<file path="src/shared/aux_trigger_io_pin_params.svh">
`ifndef AUX_TRIGGER_IO_PIN_PARAMS_SVH
`define AUX_TRIGGER_IO_PIN_PARAMS_SVH

// Register byte offsets.
`define AUX_OFF_CTRL        8'h00
`define AUX_OFF_PWM_PERIOD  8'h04
`define AUX_OFF_PWM_DUTY    8'h08
`define AUX_OFF_CMD         8'h0C
`define AUX_OFF_STATUS      8'h10

// Control register field positions.
`define AUX_CTRL_FUNC_LSB   0
`define AUX_CTRL_FUNC_MSB   1
`define AUX_CTRL_INVERT     2
`define AUX_CTRL_ACCEPT     3
`define AUX_CTRL_TGT_LSB    4
`define AUX_CTRL_TGT_MSB    5
`define AUX_CTRL_SEQ_EXT    6
`define AUX_CTRL_VAL_LSB    7
`define AUX_CTRL_VAL_MSB    8
`define AUX_CTRL_WIDTH      9

// Command register bit positions.
`define AUX_CMD_ARM_METER   0
`define AUX_CMD_MANUAL_TRIG 1
`define AUX_CMD_INT_TRIG    2

// Status register bit positions.
`define AUX_STAT_LEVEL      0
`define AUX_STAT_ARMED      1
`define AUX_STAT_EMITTING   2
`define AUX_STAT_PIN_RAW    3

// Reset values.
`define AUX_CTRL_RESET      9'h000
`define AUX_PERIOD_RESET    16'h03E8
`define AUX_DUTY_RESET      16'h01F4

// Timing.
`define AUX_CLK_PERIOD_NS   100
`define AUX_PULSE_LOW_NS    30000
`define AUX_PULSE_CYCLES    ((`AUX_PULSE_LOW_NS + `AUX_CLK_PERIOD_NS - 1) / `AUX_CLK_PERIOD_NS)

`endif

</file>
<file path="src/shared/aux_trigger_io_pkg.sv">
package aux_trigger_io_pkg;

    typedef enum logic [1:0] {
        FUNC_TRIGGER,
        FUNC_INPUT,
        FUNC_OUTPUT
    } pin_func_t;

    typedef enum logic [1:0] {
        VALUE_FALSE,
        VALUE_TRUE,
        VALUE_PWM
    } out_value_t;

    typedef enum logic [1:0] {
        TARGET_METER,
        TARGET_DLOG,
        TARGET_LIST
    } accept_target_t;

    typedef enum logic {
        EMIT_IDLE,
        EMIT_PULSE
    } emit_state_t;

endpackage

</file>
<file path="src/shared/pwm_if.sv">
`timescale 1ns/1ps
`default_nettype none

interface pwm_if #(
    parameter int WIDTH = 16
);
    logic [WIDTH-1:0] period;
    logic [WIDTH-1:0] duty;
    logic             enable;
    logic             active;

    modport ctrl (output period, output duty, output enable, input active);
    modport gen  (input period, input duty, input enable, output active);
endinterface

`default_nettype wire

</file>
<file path="src/pwm_generator.sv">
`timescale 1ns/1ps
`default_nettype none

module pwm_generator #(
    parameter int WIDTH = 16
) (
    input  wire logic sys_clk,
    input  wire logic rst_n,
    pwm_if.gen        pwm
);
    logic [WIDTH-1:0] count;
    logic [WIDTH-1:0] last;

    // A zero period behaves as a one-cycle period.
    assign last = (pwm.period == '0) ? '0 : pwm.period - 1'b1;

    always_ff @(posedge sys_clk)
    begin
        if (!rst_n || !pwm.enable)
        begin
            count <= '0;
        end
        else if (count >= last)
        begin
            count <= '0;
        end
        else
        begin
            count <= count + 1'b1;
        end
    end

    always_ff @(posedge sys_clk)
    begin
        if (!rst_n || !pwm.enable)
        begin
            pwm.active <= 1'b0;
        end
        else
        begin
            pwm.active <= (count < pwm.duty);
        end
    end
endmodule // pwm_generator

`default_nettype wire

</file>
<file path="src/aux_trigger_io_pin.sv">
// Implementation choices: the placing of the registers and the APB slave port.
`timescale 1ns/1ps
`default_nettype none
`include "aux_trigger_io_pin_params.svh"

module aux_trigger_io_pin
    import aux_trigger_io_pkg::*;
#(
    parameter int PWM_WIDTH    = 16,
    parameter int PULSE_CYCLES = `AUX_PULSE_CYCLES
) (
    input  wire logic        sys_clk,
    input  wire logic        rst_n,
    input  wire logic        psel,
    input  wire logic        penable,
    input  wire logic        pwrite,
    input  wire logic [7:0]  paddr,
    input  wire logic [31:0] pwdata,
    output var  logic [31:0] prdata,
    output var  logic        pready,
    output var  logic        pslverr,
    input  wire logic        internal_trigger,
    input  wire logic        pin_in,
    output var  logic        pin_out,
    output var  logic        pin_oe,
    output var  logic        level_in,
    output var  logic        meter_start,
    output var  logic        dlog_start,
    output var  logic        list_start
);
    logic [`AUX_CTRL_WIDTH-1:0] ctrl;
    logic [PWM_WIDTH-1:0]       pwm_period;
    logic [PWM_WIDTH-1:0]       pwm_duty;
    logic                       armed;
    emit_state_t                emit_state;
    logic [15:0]                emit_count;
    logic                       pin_meta;
    logic                       pin_sync;
    logic                       pin_value_q;
    logic                       pin_value;
    logic                       pin_edge;
    logic                       access;
    logic                       wr_en;
    logic                       rd_en;
    logic                       addr_hit;
    logic                       cmd_arm;
    logic                       cmd_manual;
    logic                       cmd_int;
    logic                       emit_req;
    logic                       accept_mode;
    logic                       emit_mode;
    logic                       seq_external;
    logic                       invert;
    pin_func_t                  func;
    out_value_t                 out_value;
    accept_target_t             target;
    logic                       ext_meter;
    logic                       ext_dlog;
    logic                       ext_list;
    logic                       manual_list;
    logic                       next_pin_out;
    logic                       next_pin_oe;
    logic                       drive_value;
    logic [31:0]                next_prdata;
    logic [31:0]                status_word;

    localparam logic [15:0] PULSE_LAST = 16'(PULSE_CYCLES - 1);

    pwm_if #(.WIDTH(PWM_WIDTH)) pwm ();

    pwm_generator #(.WIDTH(PWM_WIDTH)) u_pwm (
        .sys_clk (sys_clk),
        .rst_n   (rst_n),
        .pwm     (pwm.gen)
    );

    // Field decode of the control register.
    assign func         = pin_func_t'(ctrl[`AUX_CTRL_FUNC_MSB:`AUX_CTRL_FUNC_LSB]);
    assign invert       = ctrl[`AUX_CTRL_INVERT];
    assign out_value    = out_value_t'(ctrl[`AUX_CTRL_VAL_MSB:`AUX_CTRL_VAL_LSB]);
    assign target       = accept_target_t'(ctrl[`AUX_CTRL_TGT_MSB:`AUX_CTRL_TGT_LSB]);
    assign seq_external = ctrl[`AUX_CTRL_SEQ_EXT];
    assign accept_mode  = (func == FUNC_TRIGGER) && ctrl[`AUX_CTRL_ACCEPT];
    assign emit_mode    = (func == FUNC_TRIGGER) && !ctrl[`AUX_CTRL_ACCEPT];

    assign pwm.period = pwm_period;
    assign pwm.duty   = pwm_duty;
    assign pwm.enable = (func == FUNC_OUTPUT) && (out_value == VALUE_PWM);

    // APB decode; the access completes on the second access-phase cycle.
    assign access   = psel && penable && pready;
    assign wr_en    = access && pwrite;
    assign rd_en    = psel && penable && !pready && !pwrite;
    assign addr_hit = (paddr == `AUX_OFF_CTRL) || (paddr == `AUX_OFF_PWM_PERIOD) ||
                      (paddr == `AUX_OFF_PWM_DUTY) || (paddr == `AUX_OFF_CMD) ||
                      (paddr == `AUX_OFF_STATUS);

    assign cmd_arm    = wr_en && (paddr == `AUX_OFF_CMD) && pwdata[`AUX_CMD_ARM_METER];
    assign cmd_manual = wr_en && (paddr == `AUX_OFF_CMD) && pwdata[`AUX_CMD_MANUAL_TRIG];
    assign cmd_int    = wr_en && (paddr == `AUX_OFF_CMD) && pwdata[`AUX_CMD_INT_TRIG];

    always_ff @(posedge sys_clk)
    begin
        if (!rst_n)
        begin
            pready  <= 1'b0;
            pslverr <= 1'b0;
        end
        else
        begin
            pready  <= psel && penable && !pready;
            pslverr <= psel && penable && !pready && !addr_hit;
        end
    end

    always_comb
    begin
        status_word = 32'h0000_0000;
        status_word[`AUX_STAT_LEVEL]    = pin_value;
        status_word[`AUX_STAT_ARMED]    = armed;
        status_word[`AUX_STAT_EMITTING] = (emit_state == EMIT_PULSE);
        status_word[`AUX_STAT_PIN_RAW]  = pin_sync;
        next_prdata = 32'h0000_0000;
        case (paddr)
            `AUX_OFF_CTRL:       next_prdata = 32'(ctrl);
            `AUX_OFF_PWM_PERIOD: next_prdata = 32'(pwm_period);
            `AUX_OFF_PWM_DUTY:   next_prdata = 32'(pwm_duty);
            `AUX_OFF_STATUS:     next_prdata = status_word;
            default:             next_prdata = 32'h0000_0000;
        endcase
    end

    always_ff @(posedge sys_clk)
    begin
        if (!rst_n)
        begin
            prdata <= 32'h0000_0000;
        end
        else if (rd_en)
        begin
            prdata <= next_prdata;
        end
    end

    // Configuration registers.
    always_ff @(posedge sys_clk)
    begin
        if (!rst_n)
        begin
            ctrl <= `AUX_CTRL_RESET;
        end
        else if (wr_en && (paddr == `AUX_OFF_CTRL))
        begin
            ctrl <= pwdata[`AUX_CTRL_WIDTH-1:0];
        end
    end

    always_ff @(posedge sys_clk)
    begin
        if (!rst_n)
        begin
            pwm_period <= PWM_WIDTH'(`AUX_PERIOD_RESET);
            pwm_duty   <= PWM_WIDTH'(`AUX_DUTY_RESET);
        end
        else if (wr_en && (paddr == `AUX_OFF_PWM_PERIOD))
        begin
            pwm_period <= pwdata[PWM_WIDTH-1:0];
        end
        else if (wr_en && (paddr == `AUX_OFF_PWM_DUTY))
        begin
            pwm_duty <= pwdata[PWM_WIDTH-1:0];
        end
    end

    // Pin synchroniser and polarity; the logical value is true on the active level.
    always_ff @(posedge sys_clk)
    begin
        if (!rst_n)
        begin
            pin_meta <= 1'b1;
            pin_sync <= 1'b1;
        end
        else
        begin
            pin_meta <= pin_in;
            pin_sync <= pin_meta;
        end
    end

    assign pin_value = pin_sync ^ !invert;

    always_ff @(posedge sys_clk)
    begin
        if (!rst_n)
        begin
            pin_value_q <= 1'b0;
            level_in    <= 1'b0;
        end
        else
        begin
            pin_value_q <= pin_value;
            level_in    <= (func == FUNC_INPUT) ? pin_value : 1'b0;
        end
    end

    // Start of an external pulse's active phase; the source holds it long enough.
    assign pin_edge    = accept_mode && pin_value && !pin_value_q;
    assign ext_meter   = pin_edge && (target == TARGET_METER) && armed;
    assign ext_dlog    = pin_edge && (target == TARGET_DLOG);
    assign ext_list    = pin_edge && (target == TARGET_LIST) && seq_external;
    assign manual_list = cmd_manual && !seq_external;

    // Meter arming; a new arm in the same cycle as a start wins.
    always_ff @(posedge sys_clk)
    begin
        if (!rst_n)
        begin
            armed <= 1'b0;
        end
        else if (cmd_arm)
        begin
            armed <= 1'b1;
        end
        else if (ext_meter)
        begin
            armed <= 1'b0;
        end
    end

    always_ff @(posedge sys_clk)
    begin
        if (!rst_n)
        begin
            meter_start <= 1'b0;
            dlog_start  <= 1'b0;
            list_start  <= 1'b0;
        end
        else
        begin
            meter_start <= ext_meter;
            dlog_start  <= ext_dlog;
            list_start  <= ext_list || manual_list;
        end
    end

    // Emitted trigger pulse; a new trigger during a pulse restarts its width.
    assign emit_req = emit_mode && (internal_trigger || cmd_int || cmd_manual);

    always_ff @(posedge sys_clk)
    begin
        if (!rst_n)
        begin
            emit_state <= EMIT_IDLE;
            emit_count <= 16'h0000;
        end
        else
        begin
            case (emit_state)
                EMIT_IDLE:
                begin
                    if (emit_req)
                    begin
                        emit_state <= EMIT_PULSE;
                        emit_count <= 16'h0000;
                    end
                end
                EMIT_PULSE:
                begin
                    if (emit_req)
                    begin
                        emit_count <= 16'h0000;
                    end
                    else if (!emit_mode || (emit_count >= PULSE_LAST))
                    begin
                        emit_state <= EMIT_IDLE;
                    end
                    else
                    begin
                        emit_count <= emit_count + 16'h0001;
                    end
                end
                default:
                begin
                    emit_state <= EMIT_IDLE;
                    emit_count <= 16'h0000;
                end
            endcase
        end
    end

    // Pin driver; the logical value maps to a low level unless polarity is flipped.
    always_comb
    begin
        drive_value  = 1'b0;
        next_pin_oe  = 1'b0;
        next_pin_out = 1'b0;
        case (func)
            FUNC_TRIGGER:
            begin
                drive_value = (emit_state == EMIT_PULSE);
                next_pin_oe = emit_mode;
            end
            FUNC_INPUT:
            begin
                drive_value = 1'b0;
                next_pin_oe = 1'b0;
            end
            FUNC_OUTPUT:
            begin
                next_pin_oe = 1'b1;
                case (out_value)
                    VALUE_TRUE:  drive_value = 1'b1;
                    VALUE_FALSE: drive_value = 1'b0;
                    VALUE_PWM:   drive_value = pwm.active;
                    default:     drive_value = 1'b0;
                endcase
            end
            default:
            begin
                drive_value = 1'b0;
                next_pin_oe = 1'b0;
            end
        endcase
        next_pin_out = invert ? drive_value : !drive_value;
        if (!next_pin_oe)
        begin
            next_pin_out = 1'b0;
        end
    end

    always_ff @(posedge sys_clk)
    begin
        if (!rst_n)
        begin
            pin_out <= 1'b0;
            pin_oe  <= 1'b0;
        end
        else
        begin
            pin_out <= next_pin_out;
            pin_oe  <= next_pin_oe;
        end
    end
endmodule // aux_trigger_io_pin

`default_nettype wire

</file>
<file path="config.mk">
export PLATFORM = sky130hd
export DESIGN_NAME = aux_trigger_io_pin
export DESIGN_NICKNAME = d
export VERILOG_FILES = /design/src/shared/aux_trigger_io_pkg.sv /design/src/shared/pwm_if.sv /design/src/pwm_generator.sv /design/src/aux_trigger_io_pin.sv
export VERILOG_INCLUDE_DIRS = /design/src /design/src/shared
export SDC_FILE = /design/constraint.sdc
export NUM_CORES = 1
export LEC_CHECK = 0
export ABC_AREA = 1
export BUFFER_PORTS_ARGS = -buffer_cell sky130_fd_sc_hd__buf_4
export CAP_MARGIN = 20
export CORE_UTILIZATION = 35
export DETAILED_ROUTE_END_ITERATION = 10
export PLACE_DENSITY_LB_ADDON = 0.1
export SYNTH_ARGS = -nofsm -noshare
export SYNTH_HDL_FRONTEND = slang
export SYNTH_HIERARCHICAL = 1
export SYNTH_SLANG_ARGS = --single-unit
</file>
<file path="constraint.sdc">
create_clock -name sys_clk -period 3 [get_ports sys_clk]
set_clock_uncertainty 0.2 [all_clocks]
set_input_delay 0.15 -clock sys_clk [delete_from_list [all_inputs] [get_ports sys_clk]]
set_output_delay 0.15 -clock sys_clk [all_outputs]
set_load 0.05 [all_outputs]
</file>
-- Word-level counts from Yosys, hierarchy flattened
Index checks and enable logic that the tools add are counted.
- add/sub/neg operators: 3
- multiply operators: 0
- div/mod/pow operators: 0
- magnitude comparators: 3
- eq/ne operators: 12
- shifts and indexed selects: 0
- mux-type cells: 16
- bitwise operators: 3
- reduce and logical (&&, ||, !) cells: 55
- operators by type and width (kind ; number):
    $mux W16 ; 4
    $pmux W16 S4 ; 1
    $add A16 B1 Y16 const B ; 2
    $pmux W16 S2 ; 1
    $logic_and A1 B1 Y1 ; 25
    $eq A8 B4 Y1 const B ; 2
    $ge A16 B16 Y1 ; 1
    $ge A16 B9 Y1 const B ; 1
    $logic_not A16 Y1 ; 1
    $lt A16 B16 Y1 ; 1
    $sub A16 B1 Y16 const B ; 1
    $logic_not A1 Y1 ; 11
    $logic_or A1 B1 Y1 ; 9
    $eq A8 B3 Y1 const B ; 1
    $eq A8 B5 Y1 const B ; 1
    $logic_not A8 Y1 ; 1
    $pmux W1 S2 ; 4
    $reduce_and A2 Y1 ; 4
    $eq A2 B1 Y1 const B ; 3
    $eq A2 B2 Y1 const B ; 3
    $mux W1 ; 6
    $logic_not A2 Y1 ; 2
    $ne A3 B3 Y1 const B ; 1
    $ne A2 B2 Y1 const B ; 1
    other kinds (4) ; 5
- bits in registers: 119
- latch bits: 0
- bits in writable memories: 0
- ROM bits: 0
- bits of input ports: 47
- output and inout bits: 40
- word-level logic and storage cells: 112
- memories: 0

-- Longest topological paths before layout
Gate-level depths: netlist (run 1).
- depth after elaboration: 10
- depth in mapped cells: 18
- depth with buffers taken out: 16

-- By module
Netlist (run 1), hierarchy kept.
- modules (own cells, without submodules) (module ; instances ; cells each ; area each (um2) ; seq. area each (um2)):
    aux_trigger_io_pin ; 1 ; 540 ; 3906.2 ; 1721.7
    pwm_generator ; 1 ; 314 ; 2015.7 ; 340.3

-- Worst setup path after synthesis (run 1)
Ideal clock, no wire load.
- path kind: register to register
- from: reg pwm_period[0], in the netlist pwm.period[0]
- to: reg u_pwm.count[2]
- setup time: 0.116 ns
- arrival: 2.075 ns
- required time: 2.684 ns
- path slack: 0.609 ns
- cell stages (with the launch flop): 17
- path buffers: 1
- period minus slack after synthesis: 2.391 ns
- path through: dfxtp_1 > inv_1 > ha_1 > inv_1 > nor2_4 > nand2_1 > inv_1 > nand2_1 > nand2_1 > nand3_1 > ha_1 > nand2_1 > nor4_1 > nand2_1 > nand2_2 > buf_6 > nor2_1
- word-level cells in the longest chain between the ends: 4
- ends and longest elaborated chain (element ; RTL line ; source):
    start: declaration ; aux_trigger_io_pin.sv:32 ; logic [PWM_WIDTH-1:0] pwm_period;
    start signal: assignment ; aux_trigger_io_pin.sv:162 ; pwm_period <= PWM_WIDTH'(`AUX_PERIOD_RESET);
    start signal: assignment ; aux_trigger_io_pin.sv:167 ; pwm_period <= pwdata[PWM_WIDTH-1:0];
    $sub A16 B1 Y16 / $logic_not A16 Y1 (equally long branches) ; pwm_generator.sv:15 ; assign last = (pwm.period == '0) ? '0 : pwm.period - 1'b1;
    $mux W16 (*) ; pwm_generator.sv:15 ;
    $ge A16 B16 Y1 (*) ; pwm_generator.sv:23 ; else if (count >= last)
    $reduce_or A2 Y1 (no source line) (*) ; -- ;
    end signal: assignment ; pwm_generator.sv:29 ; count <= count + 1'b1;
    end: declaration ; pwm_generator.sv:11 ; logic [WIDTH-1:0] count;
Every way passes the cells marked *; elsewhere a longest branch is shown, timed or not.
A chain may end at the register's enable or synchronous reset.

-- Final worst setup path (run 1)
- from: reg pwm_period[0], in the netlist pwm.period[0]
- to: reg u_pwm.count[13]
Same word-level chain as after synthesis.

==> flow_metrics.env, run 1 <==
export IMPL_synth_common_cells="nand2_1, inv_1, dfxtp_1"
export IMPL_htree_levels=3
export IMPL_cap_violations=0
export IMPL_total_power_mw=2.736
export IMPL_numCtsBuffers=9
export IMPL_fillers=1772
export IMPL_avgRoutedWirePerCell_um=13.54
export IMPL_p_per_area_nw_per_um2=392.5
export IMPL_routed_wl_mm=15.61
export IMPL_dr_pass1_iters=5
export IMPL_clock_path_buffers=2
export IMPL_status="finished clean"
export IMPL_grt_max_degree=47
export IMPL_ys_flop_type="dfxtp_1"
export IMPL_post_route_util_pct=42.19
export IMPL_design_core_area_um2=16520
export IMPL_period_minus_slack_ps=2719
export IMPL_grt_pass1_wl_mm=25.49
export IMPL_worst_slack_ps=281.4
export IMPL_drc=0
export IMPL_clk_latency_ps=360
export IMPL_grt_pass1_vias=4900
export IMPL_slew_viol_final=0
export IMPL_cts_setup_buffers=0
export IMPL_final_instance_count_excl_fill=1153
export IMPL_antenna_found_initial=0
export IMPL_crit_type="reg2reg"
export IMPL_design_area_um2=6972
export IMPL_clkTransAtPathRegs_ps=80
export IMPL_syn2layout_area_growth_pct=17.73
export IMPL_yosysUniqueCellTypes=39
export IMPL_gr_usage_all_layers_pct=18.58
export IMPL_timing_hold_violations_final=0
export IMPL_via_per_inst=4.696
export IMPL_vdd_drop_max_mv=0.2674
export IMPL_whs_ps=0.5663
export IMPL_critPathArrivalTime_ps=2760
export IMPL_rsz0062_at_grt="false"
export IMPL_slew_headroom_pct=62.47
export IMPL_worstPathMaxFanout=16
export IMPL_placed_area_um2=6476
export IMPL_synth_warnings=6
export IMPL_fin_nets=1012
export IMPL_clock_sinks=103
export IMPL_gp_congestion=0.8750
export IMPL_setup_tns_ps=0
export IMPL_place_inst=1116
export IMPL_hold_depth=5
export IMPL_fp_dieH_um=132.1
export IMPL_critPathRequiredTime_ps=3040
export IMPL_setup_viol=0
export IMPL_num_antenna_cells=0
export IMPL_p_leak_nw=3.136
export IMPL_synth_cells=854
export IMPL_endpoint_kind="register"
export IMPL_syn_area_per_cell_um2=6.934
export IMPL_synth_top_area_share_pct=34.82
export IMPL_vias=5415
export IMPL_hp_class="in2reg"
export IMPL_start_kind="register"
export IMPL_place_ws_ps=257.9
export IMPL_cts_tree="yes"
export IMPL_fin_crit_sh_pct=90.62
export IMPL_cts_root_buffer_cell="clkbuf_16"
export IMPL_drive_above_1_share_pct=13.40
export IMPL_drtAntennaViolNets=0
export IMPL_synthArstFlopShare_pct=0
export IMPL_placementRows=47
export IMPL_hpwl_mm=11.74
export IMPL_layout_area_seq_um2=2062
export IMPL_worst_pin_slew_ps=562.4
export IMPL_ios=87
export IMPL_drt_iter0_drc=332
export IMPL_synth_edf_count=0
export IMPL_synth_most_common_cell="nand2_1"
export IMPL_ys_top_cells_by_area="dfxtp_1, nand2_1, ha_1"
export IMPL_yosysSeqAreaShare_pct=34.82
export IMPL_multi_input_area_um2=3218
export IMPL_die_area_um2=17440
export IMPL_syn_area_um2=5922
export IMPL_io_buffers=54
export IMPL_die_x_um=132.1
export IMPL_ys_ff_latch=103
export IMPL_grt_overflow_total=0
export IMPL_synth_top_area_cell="dfxtp_1"
export IMPL_start_util_pct=35.84
export IMPL_r2r_cells=15
export IMPL_fmax_mhz=367.8
[flip-flops by register name, indices dropped and copies added (netlist names), 9 cells and up]
signal / flops
pwm.period: 16
pwm.duty: 16
ctrl: 9
emit_count: 16
u_pwm/count: 16
prdata: 16
[worst paths after layout]
check                start         endpoint  slack, ps
max          pwm.period[0]  u_pwm/count[13]        280
min               paddr[0]          pslverr        0.6
max reg2reg  pwm.period[0]  u_pwm/count[13]        280
min reg2reg       pin_meta         pin_sync        220
[cells by family after synthesis]
family                     after synthesis  share of synthesized area, %
DFF                                    103                         34.82
and+or+nand+nor                        420                         32.14
other                                    1                       0.06332
AOI/OAI and AO/OA                      125                         11.26
xor gates and xnor gates                14                         2.071
adders and majority gates               37                         7.817
buffers and inverters                  154                         11.83
[worst max-delay path, cell delays in order, from the launching register on]
cell	delay [ps]
dfxtp_1	350
inv_1	110
ha_1	170
inv_1	80
nor2_4	150
nand2_1	120
inv_1	140
nand2_1	60
nand2_1	70
nand3_1	60
ha_1	280
nand2_1	70
nor4_1	270
nand2_1	100
nand2_2	270
nor2_1	80
[layout make-up]
cell class	count	share of cell area (%)
Sequential cell	103	29.58
Clock buffer	10	3.284
Multi-Input combinational cell	612	46.16
Timing Repair Buffer	86	10.01
Inverter	116	6.246
Clock inverter	6	0.7717
Tap cell	220	3.948
[cell usage in the layout (no fill, tap or decap), drive strengths merged]
cell type	Yosys	layout
o31ai	1	1
inv	116	118
o21ai	44	44
dfxtp	103	103
clkbuf	6	10
nand2	192	192
nand3	83	83
nor2	102	102
and3	1	1
o21a	1	1
clkinv	0	1
o32ai	1	1
clkinvlp	0	3
a21oi	67	67
xnor2	6	6
or2	9	9
nor3	10	10
xor2	8	8
nand4	14	14
nor4	9	9
conb	1	16
buf	32	65
ha	37	37
o211ai	2	2
o21bai	2	2
dlygate4sd3	0	21
a211oi	1	1
o22ai	6	6
[report_power, final]
group	total [mW]	switching [mW]	internal, mW	leakage, nW
clock network	1.16	0.583	0.578	0.129
logic	0.199	0.133	0.0652	2.18
registers	1.38	0.00536	1.37	0.832
[repair_timing]
item,4_1_cts,5_1_grt
resized for setup,0,1
endpoints found under the setup margin,0,16
hold buffers,21,0
endpoints found under the hold margin,47,0
[metal layers]
| metal | global-route usage (%) | part of all wire, % | up-vias | wire length (um) |
|---|---|---|---|---|
| li1 | - | - | 2886 | - |
| met1 | 26.23 | 51 | 2407 | 7964 |
| met2 | 29.01 | 44 | 105 | 6900 |
| met3 | 2.537 | 3.2 | 17 | 502 |
| met4 | 6.137 | 1.6 | 0 | 242 |
| met5 | 0 | 0 | - | 0 |
Note: power is estimated with default switching activity, not from simulation.
==> run 2: changes to the inputs <==
Settings changed: SYNTH_HIERARCHICAL 1 to not set.
==> run 2 against run 1 <==
- hold slack better by 3.5 ps
- highest routed layer unchanged
- synthesized cell count down 4.2%
- non-clock buffer count is 4 lower
- critical path depth increased by 1
- via count fell by 2.7%
- largest power group unchanged
- worst setup slack got worse by 94 ps
==> flow_metrics.env, run 2 <==
export IMPL_final_instance_count_excl_fill=1111
export IMPL_comb_power_share_pct=7.5
export IMPL_fin_crit_sh_pct=93.77
export IMPL_syn2layout_area_growth_pct=18.72
export IMPL_fp_dieH_um=131.1
export IMPL_place_ws_ps=216.9
export IMPL_fmax_mhz=355.5
export IMPL_ios=87
export IMPL_critPathArrivalTime_ps=2910
export IMPL_yosysUniqueCellTypes=44
export IMPL_drtAntennaViolNets=0
export IMPL_placementRows=46
export IMPL_final_common_cell="nand2_1"
export IMPL_htree_levels=3
export IMPL_synthArstFlopShare_pct=0
export IMPL_grt_overflow_total=0
export IMPL_clock_sinks=103
export IMPL_holdPathEnd="pslverr"
export IMPL_yosysSeqAreaShare_pct=35.33
export IMPL_syn_area_per_cell_um2=7.134
export IMPL_crit_type="reg2reg"
export IMPL_hold_depth=3
export IMPL_grtUsageMet1_pct=24.52
export IMPL_setup_viol=0
export IMPL_grt_busiest_layer="met2"
export IMPL_timing_hold_violations_final=0
export IMPL_synth_common_cells="nand2_1, inv_1, dfxtp_1"
export IMPL_vias=5269
export IMPL_rr_endpoint="u_pwm.count[14]"
export IMPL_ys_ff_latch=103
export IMPL_layout_common_cells="nand2_1, inv_1, dfxtp_1, nor2_1, a21oi_1"
export IMPL_p_leak_nw=3.021
export IMPL_r2r_start="pwm.period[0]"
export IMPL_hp_start="paddr[3]"
export IMPL_cts_root_buffer_cell="clkbuf_16"
export IMPL_design_core_area_um2=16060
export IMPL_worst_pin_slew_ps=526.7
export IMPL_ys_top_cells_by_area="dfxtp_1, nand2_1, ha_1"
export IMPL_grt_use_met3_pct=3.279
export IMPL_cts_tree="yes"
export IMPL_endpoint_kind="register"
export IMPL_period_minus_slack_ps=2813
export IMPL_whs_ps=4.084
export IMPL_die_x_um=131.1
export IMPL_io_buffers=54
export IMPL_clk_latency_ps=360
export IMPL_p_clk_share_pct=42.4
export IMPL_synth_cells=818
export IMPL_drc=0
export IMPL_hpwl_mm=11.70
export IMPL_switching_share_pct=26.35
export IMPL_p_seq_share_pct=50.1
export IMPL_vdd_drop_max_mv=0.2904
export IMPL_met2_usage_pct=30.53
export IMPL_critPathRequiredTime_ps=3090
export IMPL_grt_pass1_wl_mm=25.31
export IMPL_grt_pass1_vias=5081
export IMPL_start_util_pct=36.34
export IMPL_synth_top_area_share_pct=35.33
export IMPL_numCtsBuffers=9
export IMPL_p_int_mw=2.021
export IMPL_start_kind="register"
export IMPL_clock_path_buffers=2
export IMPL_setup_tns_ps=0
export IMPL_p_sw_mw=0.7233
export IMPL_antenna_found_initial=0
export IMPL_slew_headroom_pct=64.85
export IMPL_num_antenna_cells=0
export IMPL_worst_slack_ps=187.0
export IMPL_place_inst=1075
export IMPL_p_per_area_nw_per_um2=396.1
export IMPL_gp_congestion=0.8591
export IMPL_slew_viol_final=0
export IMPL_hp_class="in2reg"
export IMPL_status="finished clean"
export IMPL_fin_nets=974
export IMPL_synth_edf_count=0
export IMPL_synth_most_common_cell="nand2_1"
export IMPL_drt_iter0_drc=259
export IMPL_drive_above_1_share_pct=13.85
export IMPL_ys_flop_type="dfxtp_1"
export IMPL_die_area_um2=17190
export IMPL_avgRoutedWirePerCell_um=13.54
export IMPL_worstPathMaxFanout=16
export IMPL_synth_top_area_cell="dfxtp_1"
export IMPL_gr_usage_all_layers_pct=18.44
export IMPL_cap_violations=0
export IMPL_r2r_cells=16
export IMPL_syn_area_um2=5836
export IMPL_via_per_inst=4.743
export IMPL_dr_pass1_iters=4
export IMPL_reg2reg_slack_ps=190
export IMPL_synth_warnings=0
export IMPL_routed_wl_mm=15.04
export IMPL_post_route_util_pct=43.14
export IMPL_clkTransAtPathRegs_ps=70
export IMPL_grt_max_degree=36
[run 2: area by class of cell]
cell class | instances | area, um^2
Multi-Input combinational cell | 579 | 3188
Inverter | 115 | 436.7
Sequential cell | 103 | 2063
Clock buffer | 9 | 225.2
Fill cell | 1654 | 9130
Timing Repair Buffer | 82 | 678.2
Tap cell | 216 | 270.3
Clock inverter | 7 | 66.31
[run 2: per-stage QoR]
step	power, mW	instance area (um^2)
after global placement	1.592	6394
after CTS	2.782	6885
after floorplan	1.541	5892
after global routing	2.844	6928
final	2.744	6928
after detailed placement	1.594	6394
[run 2: what timing repair did]
item	4_1_cts	5_1_grt
setup buffers	0	0
endpoints found under the setup margin	0	16
gates resized for setup	0	11
hold buffers	20	0
endpoints found under the hold margin	45	0
[run 2: how the worst max path moves through the flow]
stage,from,endpoint,slack (ps),cells after the start
after floorplan,pwm.period[4],u_pwm.count[10],390,16
after global placement,pwm.period[4],u_pwm.count[10],260,16
after detailed placement,pwm.period[3],u_pwm.count[11],220,16
after CTS,pwm.period[4],u_pwm.count[11],210,16
after global routing,pwm.period[0],u_pwm.count[14],-60,16
final,pwm.period[0],u_pwm.count[14],190,16
[run 2: power groups by stage]
stage	clock network [mW]	registers, mW	logic, mW
after floorplan	0	1.42	0.123
after global placement	0	1.41	0.184
after detailed placement	0	1.41	0.185
after CTS	1.20	1.38	0.207
after global routing	1.25	1.38	0.222
final	1.16	1.38	0.206
[run 2: cells by family (layout without fill, tap and decap cells)]
family / after synthesis / in the layout / share of synthesized area [%]
other: 1 / 16 / 0.06426
buffers and inverters: 151 / 213 / 11.71
AO/OA/AOI/OAI: 127 / 127 / 12.65
adder cells (fa/ha/maj): 37 / 37 / 7.933
flip-flops: 103 / 103 / 35.33
AND/OR/NAND/NOR: 375 / 375 / 28.71
XOR/XNOR: 24 / 24 / 3.602
[run 2: metal layers]
metal	wire length, um	vias up
met4	142	0
li1	-	2737
met5	0	-
met2	7026	89
met1	7344	2434
met3	528	9
[run 2: worst max-delay path, stage by stage, from the launching register on]
cell and delay [ps]:
dfxtp_1 330, inv_1 150, ha_1 200, nand2_1 80, nor3_2 220, nand3_1 170
buf_4 200, o21ai_0 110, ha_1 290, nand2_1 70, nand2_1 40, nand2_1 50
nand2_1 50, a21oi_1 130, nand4_1 170, buf_12 210, nor2_1 80
==> run 3: changes to the inputs <==
Settings changed: CELL_PAD_IN_SITES_DETAIL_PLACEMENT set to 1, CELL_PAD_IN_SITES_GLOBAL_PLACEMENT set to 2, CORE_UTILIZATION 35 to 32, PLACE_DENSITY_LB_ADDON 0.1 to 0.3.
==> run 3 against run 2 <==
- via count increased by 2.6%
- cell count increased by 1.7%
- sequential share of layout area decreased by 0.52 points
- sequential power about the same
- global-route usage increased by 1.1 points
- wire length increased by 16%
- register-to-register slack about the same
- hold slack improved by 17 ps
- clock power about the same
- total power increased by 1.3%
- non-clock buffer count increased by 6
- highest routed layer is now met5
==> flow_metrics.env, run 3 (same netlist as run 2, synthesis figures left out) <==
export IMPL_p_per_area_nw_per_um2=394.3
export IMPL_hpwl_mm=13.59
export IMPL_grt_overflow_total=0
export IMPL_start_kind="register"
export IMPL_cts_tree="yes"
export IMPL_total_power_mw=2.781
export IMPL_setup_viol=0
export IMPL_syn2layout_area_growth_pct=20.84
export IMPL_drive_above_1_share_pct=15.54
export IMPL_cpMaxStageDelayCell="dfxtp_2"
export IMPL_routed_wl_mm=17.47
export IMPL_placementRows=49
export IMPL_slew_headroom_pct=61.64
export IMPL_gr_usage_all_layers_pct=19.52
export IMPL_endpoint_kind="register"
export IMPL_slew_viol_final=0
export IMPL_io_buffers=54
export IMPL_status="finished clean"
export IMPL_crit_buf_inv=4
export IMPL_vias=5408
export IMPL_grt_pass1_vias=5632
export IMPL_clk_latency_ps=350
export IMPL_timing_hold_violations_final=0
export IMPL_num_antenna_cells=0
export IMPL_cp_startpoint="pwm.period[0]"
export IMPL_period_minus_slack_ps=2810
export IMPL_path_common_cell="nand2_1"
export IMPL_design_core_area_um2=17900
export IMPL_avgRoutedWirePerCell_um=15.46
export IMPL_drc=0
export IMPL_worst_pin_slew_ps=574.8
export IMPL_worstPathMaxFanout=8
export IMPL_critPathRequiredTime_ps=3090
export IMPL_fin_nets=980
export IMPL_clock_path_buffers=2
export IMPL_reg2reg_slack_ps=190
export IMPL_critPathArrivalTime_ps=2900
export IMPL_drtAntennaViolNets=0
export IMPL_fp_dieH_um=137.0
export IMPL_p_leak_nw=3.055
export IMPL_path_cells="inv_2, ha_2, nand2_1, nor3_2, nand3_2, buf_4, nand2_1, ha_1, nand2_1, inv_1, nand2_1, nand2_1, nand2_1, nand2_1, nand2_1, nand4_1, clkbuf_16, nor2_1"
export IMPL_rr_endpoint="u_pwm.count[0]"
export IMPL_r2r_start="pwm.period[0]"
export IMPL_r2r_cells=18
export IMPL_worst_slack_ps=189.9
export IMPL_cp_top_family="simple AND/OR/NAND/NOR gates"
export IMPL_fmax_mhz=355.9
export IMPL_critPathCapture="u_pwm.count[0]"
export IMPL_drt_iter0_drc=171
export IMPL_fin_crit_sh_pct=93.67
export IMPL_htree_levels=3
export IMPL_clock_sinks=103
export IMPL_slowest_delay_ps=330
export IMPL_gp_congestion=0.8113
export IMPL_clkTransAtPathRegs_ps=70
export IMPL_vdd_drop_max_mv=0.2454
export IMPL_grt_pass1_wl_mm=28.11
export IMPL_layout_common_cells="nand2_1, inv_1, dfxtp_1, nor2_1, buf_4"
export IMPL_crit_cells=18
export IMPL_hp_class="in2reg"
export IMPL_crit_type="reg2reg"
export IMPL_cap_violations=0
export IMPL_final_common_cell="nand2_1"
export IMPL_via_per_inst=4.786
export IMPL_whs_ps=21.29
export IMPL_place_inst=1092
export IMPL_start_util_pct=32.60
export IMPL_setup_tns_ps=0
export IMPL_antenna_found_initial=1
export IMPL_die_area_um2=18780
export IMPL_grt_max_degree=27
export IMPL_cts_root_buffer_cell="clkbuf_16"
export IMPL_place_ws_ps=112.7
export IMPL_die_x_um=137.0
export IMPL_final_instance_count_excl_fill=1130
export IMPL_dr_pass1_iters=4
export IMPL_numCtsBuffers=9
export IMPL_ios=87
run 3: per-layer routing:
layer	part of all wire [%]	vias up	global-route usage, %
met5	0.069	-	0
met4	1.2	2	5.678
met3	1.9	15	2.407
met2	48	45	33.56
met1	49	2593	25.38
li1	-	2753	-
run 3: worst min path at each step:
stage | start | to | cells after the start
after floorplan | pin_in | pin_meta | 1
after global placement | pin_in | pin_meta | 2
after detailed placement | pin_in | pin_meta | 2
after CTS | paddr[3] | pslverr | 3
after global routing | paddr[3] | pslverr | 3
final | paddr[3] | pslverr | 3
run 3: worst reg2reg max path: stages (launching register included):
cell       delay [ps]
dfxtp_2           330
inv_2             110
ha_2              200
nand2_1            80
nor3_2            180
nand3_2           150
buf_4             170
nand2_1            90
ha_1              250
nand2_1           110
inv_1              60
nand2_1            60
nand2_1            40
nand2_1            60
nand2_1            40
nand2_1            50
nand4_1           220
clkbuf_16         260
nor2_1             80
run 3: what timing repair did:
| item | 4_1_cts | 5_1_grt |
|---|---|---|
| setup endpoints to repair | 0 | 16 |
| hold buffers | 20 | 0 |
| resized for setup | 0 | 27 |
| hold endpoints to repair | 47 | 0 |
| buffers inserted | 0 | 1 |
run 3: where the power goes:
part / internal [mW] / leakage, nW / switching, mW
clock network: 0.649 / 0.140 / 0.544
logic: 0.0677 / 2.08 / 0.143
registers: 1.37 / 0.832 / 0.00421
total: 2.09 / 3.05 / 0.692
run 3: layout make-up:
type / count / area, um^2
tap: 229 / 286.5
multi-input combinational: 579 / 3236
sequential: 103 / 2063
clock buffer: 11 / 232.7
timing repair buffer: 88 / 740.7
clock inverter: 5 / 56.30
fill: 2246 / 10850
inverter: 115 / 436.7
run 3: per-stage QoR:
stage,utilization [%],instance area (um^2)
after floorplan,-,5892
after global placement,35.97,6440
after detailed placement,35.97,6440
after CTS,38.71,6929
after global routing,39.39,7052
final,39.39,7052
